`src/hdl/fetch_params.svh`:
```
// Purpose: named constants of the fetch and execute sequencer
// Assumes: included by the package and the design modules
// Notes:   definitions only
`ifndef FETCH_PARAMS_SVH
`define FETCH_PARAMS_SVH

`define PC_W          21
`define IR_W          16
`define BYTE_W        8
`define BANK_W        4
`define OFS_W         11
`define PC_STEP       21'h000002
`define RESET_VECTOR  21'h000000
`define STATUS_RST    8'h00
`define WORK_RST      8'h00
`define BANK_RST      4'h0
`define PHASE_CNT     4

`endif

```
`src/hdl/fetch_pkg.sv`:
```
// Purpose: types shared by the sequencer modules
// Assumes: fetch_params.svh supplies the widths
// Notes:   phase codes are one-hot
`include "fetch_params.svh"

package fetch_pkg;

   // one bit per quadrature phase
   typedef enum logic [3:0] {
      PH_ONE   = 4'b0001,
      PH_TWO   = 4'b0010,
      PH_THREE = 4'b0100,
      PH_FOUR  = 4'b1000
   } phase_e;

   // program flow operation of the instruction in execute
   typedef enum logic [2:0] {
      OP_SEQ       = 3'h0,
      OP_GOTO      = 3'h1,
      OP_BRANCH    = 3'h2,
      OP_CALL      = 3'h3,
      OP_RETURN    = 3'h4,
      OP_RET_INT   = 3'h5,
      OP_ADD_W_LOW = 3'h6,
      OP_WRITE_LOW = 3'h7
   } op_e;

   typedef struct packed {
      op_e                       op;
      logic                      fast;
      logic [`PC_W-2:0]          word_target;
      logic signed [`OFS_W-1:0]  offset;
      logic [`BYTE_W-1:0]        low_data;
      logic [`PC_W-1:0]          ret_addr;
   } exec_cmd_s;

   // status, working and bank select as one context
   typedef struct packed {
      logic [`BYTE_W-1:0] status;
      logic [`BYTE_W-1:0] working;
      logic [`BANK_W-1:0] bank_select;
   } ctx_s;

   typedef struct packed {
      logic               status_we;
      logic               working_we;
      logic               bank_select_we;
      ctx_s               data;
   } ctx_wr_s;

endpackage : fetch_pkg

```
`src/hdl/fetch_pipeline.sv`:
```
// Purpose: phase sequencing, two-stage fetch/execute pipeline, shadow context
// Assumes: program memory answers pmem_addr_q combinationally on pmem_rd_data
// Notes:   flow commands are sampled at the phase four edge of an execute cycle
`timescale 1ns/1ns
`include "fetch_params.svh"

module fetch_pipeline #(
   parameter int PC_W = `PC_W,
   parameter int IR_W = `IR_W
) (
   // clock and reset
   input  wire logic                   sys_clk,
   input  wire logic                   rst_n,
   // program memory
   output logic [PC_W-1:0]             pmem_addr_q,
   input  wire logic [IR_W-1:0]        pmem_rd_data,
   // execute side controls
   input  wire fetch_pkg::exec_cmd_s   exec_cmd,
   input  wire logic                   irq_take,
   input  wire logic [PC_W-1:0]        irq_vector,
   input  wire fetch_pkg::ctx_wr_s     ctx_wr,
   input  wire logic [`BYTE_W-1:0]     pc_high_latch,
   input  wire logic [`BYTE_W-1:0]     pc_upper_latch,
   // table read
   input  wire logic                   table_rd_req,
   input  wire logic [PC_W-1:0]        table_pointer,
   output logic [`BYTE_W-1:0]          table_latch_q,
   // pipeline state
   output fetch_pkg::phase_e           phase_q,
   output logic [PC_W-1:0]             pc_q,
   output logic [IR_W-1:0]             ir_q,
   output logic                        ir_valid_q,
   output logic                        dmem_rd_q,
   output logic                        dmem_wr_q,
   output logic                        push_q,
   output logic [PC_W-1:0]             push_addr_q,
   output fetch_pkg::ctx_s             live_q
);
   import fetch_pkg::*;

   logic [1:0]       rst_sync_q;
   logic             rst_int_n;
   logic [PC_W-1:0]  fetch_addr_q;
   logic             table_busy_q;
   ctx_s             shadow_q;
   logic             take_cmd;
   logic             take_irq;
   logic             pc_change;
   logic [PC_W-1:0]  pc_target;
   // low pc byte as written by a computed jump
   logic [`BYTE_W-1:0] low_new;
   logic             do_save;
   logic             do_restore;

   // reset released through two flops
   always_ff @(posedge sys_clk or negedge rst_n) begin
      if (!rst_n) begin
         rst_sync_q <= 2'h0;
      end else begin
         rst_sync_q <= {rst_sync_q[0], 1'b1};
      end
   end
   assign rst_int_n = rst_sync_q[1];

   // quadrature phase divider
   phase_gen u_phase (
      .sys_clk (sys_clk),
      .rst_n   (rst_int_n),
      .phase_q (phase_q)
   );

   // flow decisions are made at the end of phase four
   assign take_irq  = (phase_q == PH_FOUR) && irq_take;
   assign take_cmd  = (phase_q == PH_FOUR) && ir_valid_q && !irq_take;
   // only the fast option touches the shadow on calls and returns
   assign do_save   = take_irq || (take_cmd && exec_cmd.op == OP_CALL && exec_cmd.fast);
   assign do_restore = take_cmd && exec_cmd.fast &&
                       (exec_cmd.op == OP_RETURN || exec_cmd.op == OP_RET_INT);

   // new pc for each flow operation; the low bit is forced to zero except on a branch, where it comes from pc
   always_comb begin
      pc_change = 1'b1;
      low_new   = exec_cmd.low_data;
      pc_target = pc_q;
      if (take_irq) begin
         pc_target = {irq_vector[PC_W-1:1], 1'b0};
      end else if (take_cmd) begin
         case (exec_cmd.op)
            OP_GOTO, OP_CALL: begin
               pc_target = {exec_cmd.word_target, 1'b0};
            end
            OP_BRANCH: begin
               pc_target = pc_q + PC_W'({{(PC_W-`OFS_W){exec_cmd.offset[`OFS_W-1]}},
                                          exec_cmd.offset} << 1);
            end
            OP_RETURN, OP_RET_INT: begin
               pc_target = {exec_cmd.ret_addr[PC_W-1:1], 1'b0};
            end
            OP_ADD_W_LOW: begin
               low_new   = pc_q[`BYTE_W-1:0] + live_q.working;
               pc_target = PC_W'({pc_upper_latch, pc_high_latch,
                                  low_new[`BYTE_W-1:1], 1'b0});
            end
            OP_WRITE_LOW: begin
               pc_target = PC_W'({pc_upper_latch, pc_high_latch,
                                  low_new[`BYTE_W-1:1], 1'b0});
            end
            default: begin
               pc_change = 1'b0;
            end
         endcase
      end else begin
         pc_change = 1'b0;
      end
   end

   // pc: step in phase one, reload at the end of execute
   always_ff @(posedge sys_clk or negedge rst_int_n) begin
      if (!rst_int_n) begin
         pc_q         <= `RESET_VECTOR;
         fetch_addr_q <= `RESET_VECTOR;
      end else if (phase_q == PH_ONE) begin
         fetch_addr_q <= pc_q;
         pc_q         <= pc_q + `PC_STEP;
      end else if (pc_change) begin
         pc_q <= pc_target;
      end
   end

   // memory address: table access borrows phase two, fetch holds the rest
   always_ff @(posedge sys_clk or negedge rst_int_n) begin
      if (!rst_int_n) begin
         pmem_addr_q  <= `RESET_VECTOR;
         table_busy_q <= 1'b0;
      end else if (phase_q == PH_ONE) begin
         table_busy_q <= table_rd_req;
         pmem_addr_q  <= table_rd_req ? {table_pointer[PC_W-1:1], 1'b0} : pc_q;
      end else if (phase_q == PH_TWO) begin
         table_busy_q <= 1'b0;
         pmem_addr_q  <= fetch_addr_q;
      end
   end

   // one byte per transfer, odd pointer picks the high byte
   always_ff @(posedge sys_clk or negedge rst_int_n) begin
      if (!rst_int_n) begin
         table_latch_q <= 8'h00;
      end else if (phase_q == PH_TWO && table_busy_q) begin
         table_latch_q <= table_pointer[0] ? pmem_rd_data[IR_W-1:`BYTE_W]
                                           : pmem_rd_data[`BYTE_W-1:0];
      end
   end

   // instruction register; the prefetch is marked dead after a flow change
   always_ff @(posedge sys_clk or negedge rst_int_n) begin
      if (!rst_int_n) begin
         ir_q       <= '0;
         ir_valid_q <= 1'b0;
      end else if (phase_q == PH_FOUR) begin
         ir_q       <= pmem_rd_data;
         ir_valid_q <= !pc_change;
      end
   end

   // data memory strobes, registered so they sit inside their phase
   always_ff @(posedge sys_clk or negedge rst_int_n) begin
      if (!rst_int_n) begin
         dmem_rd_q <= 1'b0;
         dmem_wr_q <= 1'b0;
      end else begin
         dmem_rd_q <= (phase_q == PH_ONE) && ir_valid_q;
         dmem_wr_q <= (phase_q == PH_THREE) && ir_valid_q;
      end
   end

   // return address push toward the external stack
   always_ff @(posedge sys_clk or negedge rst_int_n) begin
      if (!rst_int_n) begin
         push_q      <= 1'b0;
         push_addr_q <= `RESET_VECTOR;
      end else begin
         push_q <= take_irq || (take_cmd && exec_cmd.op == OP_CALL);
         if (take_irq || (take_cmd && exec_cmd.op == OP_CALL)) begin
            push_addr_q <= pc_q;
         end
      end
   end

   // shadow copy, reachable only by vectoring and fast call
   always_ff @(posedge sys_clk or negedge rst_int_n) begin
      if (!rst_int_n) begin
         shadow_q <= '{`STATUS_RST, `WORK_RST, `BANK_RST};
      end else if (do_save) begin
         shadow_q <= live_q;
      end
   end

   // live context; a fast return wins over an ordinary write in the same cycle
   always_ff @(posedge sys_clk or negedge rst_int_n) begin
      if (!rst_int_n) begin
         live_q <= '{`STATUS_RST, `WORK_RST, `BANK_RST};
      end else if (do_restore) begin
         live_q <= shadow_q;
      end else if (phase_q == PH_FOUR) begin
         if (ctx_wr.status_we)      live_q.status      <= ctx_wr.data.status;
         if (ctx_wr.working_we)     live_q.working     <= ctx_wr.data.working;
         if (ctx_wr.bank_select_we) live_q.bank_select <= ctx_wr.data.bank_select;
      end
   end
endmodule : fetch_pipeline

```
`src/hdl/phase_gen.sv`:
```
// Purpose: divides the clock into four rotating one-hot phases
// Assumes: rst_n is already synchronised
// Notes:   phase one follows reset release
`timescale 1ns/1ns
`include "fetch_params.svh"

module phase_gen (
   // clock and reset
   input  wire logic            sys_clk,
   input  wire logic            rst_n,
   // current phase
   output fetch_pkg::phase_e    phase_q
);
   import fetch_pkg::*;

   // rotate through the four phases, one per clock
   always_ff @(posedge sys_clk or negedge rst_n) begin
      if (!rst_n) begin
         phase_q <= PH_ONE;
      end else begin
         case (phase_q)
            PH_ONE:   phase_q <= PH_TWO;
            PH_TWO:   phase_q <= PH_THREE;
            PH_THREE: phase_q <= PH_FOUR;
            PH_FOUR:  phase_q <= PH_ONE;
            default:  phase_q <= PH_ONE; // recover from a corrupted code
         endcase
      end
   end

endmodule : phase_gen

```
`config.mk`:
```
export PLATFORM = sky130hd
export DESIGN_NAME = fetch_pipeline
export DESIGN_NICKNAME = d
export VERILOG_FILES = /design/src/hdl/fetch_pkg.sv /design/src/hdl/fetch_pipeline.sv /design/src/hdl/phase_gen.sv
export VERILOG_INCLUDE_DIRS = /design/src /design/src/hdl
export SDC_FILE = /design/constraint.sdc
export NUM_CORES = 1
export LEC_CHECK = 0
export BUFFER_PORTS_ARGS = -buffer_cell sky130_fd_sc_hd__buf_2
export CELL_PAD_IN_SITES_DETAIL_PLACEMENT = 0
export CELL_PAD_IN_SITES_GLOBAL_PLACEMENT = 1
export CORE_ASPECT_RATIO = 0.9
export CORE_UTILIZATION = 35
export DETAILED_ROUTE_END_ITERATION = 12
export HOLD_SLACK_MARGIN = 0.05
export PLACE_DENSITY = 0.87
export SYNTH_ARGS = -nofsm -noshare
export SYNTH_HDL_FRONTEND = slang
export SYNTH_SLANG_ARGS = --single-unit
```
`constraint.sdc`:
```
create_clock -name sys_clk -period 9.1 [get_ports sys_clk]
set_clock_uncertainty 0.05 [all_clocks]
set_input_delay 1.82 -clock sys_clk [delete_from_list [all_inputs] [get_ports sys_clk]]
set_output_delay 1.82 -clock sys_clk [all_outputs]
set_load 0.01 [all_outputs]
```
==> flow_summary.json <==
{
  "status": "finished, final reports clean",
  "reg2reg_from": "pc_q[1]",
  "ys_types": 73,
  "fin_ws_ns": 4.58,
  "synth_top_area_share_pct": 43.4,
  "drc": 0,
  "via_per_inst": 5.30,
  "fmax_ghz": 0.221,
  "finalCriticalPeriod_ns": 4.52,
  "gr-usage-met3_pct": 7.44,
  "tightest_slew_ns": 1.14,
  "netSwitchingFraction_pct": 33.6,
  "final-max-slew-violation-count": 0,
  "fin_hold_ws_ns": 0.179,
  "peakVddDrop_v": 0.000127,
  "cp_common_cell": "a21o_1",
  "core_region_area_sq_mm": 0.0251,
  "netlist_area_sq_mm": 0.00893,
  "io_pins": 280,
  "slowest_stage": "a2111oi_0",
  "setup_violations": 0,
  "antenna_found_initial": 6,
  "clk_pin_slew_ns": 0.07,
  "final_nets": 1419,
  "worst-setup-path-type": "input pin to flop",
  "pre_cts_ws_ns": 4.12,
  "rsz0062_at_grt": "false",
  "grt-busiest-layer": "met2",
  "crit_start": "exec_cmd[29]",
  "path_max_fanout": 5,
  "worst-path-buf-inv": 1,
  "cts_buffers": 17,
  "post-cts-setup-buffer-count": 0,
  "clock_latency_ns": 0.42,
  "synth_top_cells_by_area": "dfrtp_1 43%, nand2_1 9.0%, mux2i_1 4.9%, mux2_2 4.9%, a21oi_1 4.0%",
  "wl_per_cell_um": 19.9,
  "place.gp.congestion": 0.950,
  "grt_max_degree": 75,
  "slew_headroom_pct": 23.8,
  "netlist_instances": 991,
  "power.density_mw_per_mm2": 204,
  "fp.dieH_um": 154,
  "crit_path_cell_trace": "buf_2 > ha_1 > fa_1 > a21o_1 > a31oi_1 > o21ai_1 > a21o_1 > xor2_1 > a2111oi_0 > nor3_1",
  "num_vias": 8409,
  "avgSynthCellArea_sq_um": 9.01,
  "synth_top_flop_cell": "dfrtp_1",
  "grtUsageMet1_pct": 32.0,
  "drive_above_1_share_pct": 29.8,
  "fill_cells": 2508,
  "cts_resized": 0,
  "clock_path_buffers": 2,
  "ant_nets": 0,
  "internal_power_uw": 1510,
  "cpPeakStageDelay_ns": 0.83,
  "cp-start-kind": "input pin",
  "synth_top_area_cell": "dfrtp_1",
  "hold_class": "flop to async pin",
  "rows": 55,
  "dieArea_sq_mm": 0.0262,
  "seqPwrFrac_pct": 39.8,
  "yosysSeqAreaShare_pct": 43.7,
  "drt_wl_total_um": 31600,
  "endpoint_kind": "flop",
  "port_buffers": 271,
  "hpwl_um": 23400,
  "cts-root-buf": "clkbuf_16",
  "h-tree-depth": 4,
  "grt_pass1_vias": 8194,
  "initial_core_util_pct": 35.6,
  "hold_buffers": 0,
  "ys_warn_count": 0,
  "comb_power_share_pct": 26.5,
  "synth_async_sr_flop_share_pct": 100,
  "grt_use_met2_pct": 39.7,
  "grt-ovfl-total": 0,
  "final_hold_viol_count": 0,
  "p_sw_uw": 765,
  "critical-path-top-delay-family": "compound AO/OA/AOI/OAI gates",
  "drt_iter0_drc": 661,
  "ys_ff_latch": 156,
  "worstPathRequired_ns": 9.31,
  "grt_pass1_wl_um": 48200,
  "cts_tree": "built",
  "first_pass_iters": 5,
  "track_usage_pct": 24.6,
  "fin_tns_setup_ns": 0,
  "cts_sinks": 156,
  "cp.arrival_ns": 4.74,
  "synth_edf_count": 0,
  "die_x_um": 170,
  "pwr-share-clk_pct": 33.6,
  "synthToLayoutAreaGrowth_pct": 25.4,
  "cap_viol_max_count": 0,
  "p_leak_uw": 0.00535,
  "min_period_over_period_pct": 49.7
}
## logic make-up after synthesis
kind of cell | Yosys count | synth area share, %
muxes | 84 | 10.1
DFF | 156 | 43.7
other | 2 | 0.0841
AOI/OAI and AO/OA | 242 | 17.9
xor gates and xnor gates | 23 | 2.26
adders and majority gates | 27 | 3.87
and+or+nand+nor | 379 | 18.5
buffers and inverters | 78 | 3.54
## power by group through the flow
stage,combinational [uW],sequential [uW],clock [uW]
after CTS,606,911,780
after global routing,670,923,812
after detailed placement,603,922,0
after global placement,593,919,0
final,605,908,767
after floorplan,364,908,0
## state kept, by name, indices dropped and copies added (netlist names), 4 cells and up
name             count
pmem_addr_q         21
fetch_addr_q        20
table_latch_q        8
shadow_q            20
live_q              20
ir_q                16
u_phase.phase_q      4
push_addr_q         20
pc_q                20
## cells in the mapped netlist, types with 6 or more instances
master / n
o21ai_1: 8
o221ai_1: 6
a211oi_1: 29
dfrtp_1: 155
a21oi_1: 72
buf_1: 6
nor2_1: 73
buf_2: 10
inv_1: 8
a31oi_1: 27
mux2i_1: 44
nor2b_1: 23
xor2_1: 9
xnor2_1: 14
nand2_1: 213
nand4_1: 7
nor3_1: 15
o22ai_1: 11
a21o_1: 11
clkbuf_1: 48
o211ai_1: 9
o21ai_0: 25
nand3_1: 16
ha_1: 26
mux2_2: 39
and3_1: 7
## metrics by stage
step,power (uW),instance area (sq um),util [%],cells
global route,2410,11200,44.5,1584
global placement,1510,10600,42.0,1550
detailed placement,1530,10600,42.0,1550
CTS,2300,11200,44.5,1581
floorplan,1270,8930,-,992
finish,2280,11200,44.6,1588
## area by class of cell
type	instances	area (sq um)	share of cell area [%]
multi-input combinational	758	4730	42.2
sequential	156	3910	34.9
timing repair buffer	283	1450	12.9
clock buffer	20	467	4.17
tap	342	428	3.82
clock inverter	11	158	1.41
inverter	11	41.3	0.369
antenna	7	17.5	0.156
## layout by cell type (no fill, tap or decap), types with 23 or more instances in the layout
cell	Yosys	routed
a21oi_1	72	72
ha_1	26	26
o21ai_0	25	25
buf_2	10	271
mux2_2	39	39
a211oi_1	29	29
nor2b_1	23	23
a31oi_1	27	27
nand2_1	213	212
mux2i_1	44	44
nor2_1	73	72
dfrtp_1	155	154
## metal layers
metal | share of wire (%) | vias up | wire [um]
met2 | 46 | 337 | 14600
met4 | 2.1 | 6 | 663
met1 | 44 | 4002 | 13800
li1 | - | 4015 | -
met3 | 7.9 | 49 | 2480
met5 | 0.082 | - | 26
## worst paths after layout
path / end / slack [ns] / depth (start not counted)
setup reg to reg: pc_q[9] / 5.39 / 9
min in group sys_clk: rst_sync_q[1] / 0.32 / 0
hold / removal: ir_q[5] / 0.18 / 0
setup / recovery: pc_q[9] / 4.58 / 10
max in group asynchronous: push_addr_q[13] / 7.62 / 1
hold reg to reg: ir_q[5] / 0.18 / 0
(Power assumes the default switching activity.)
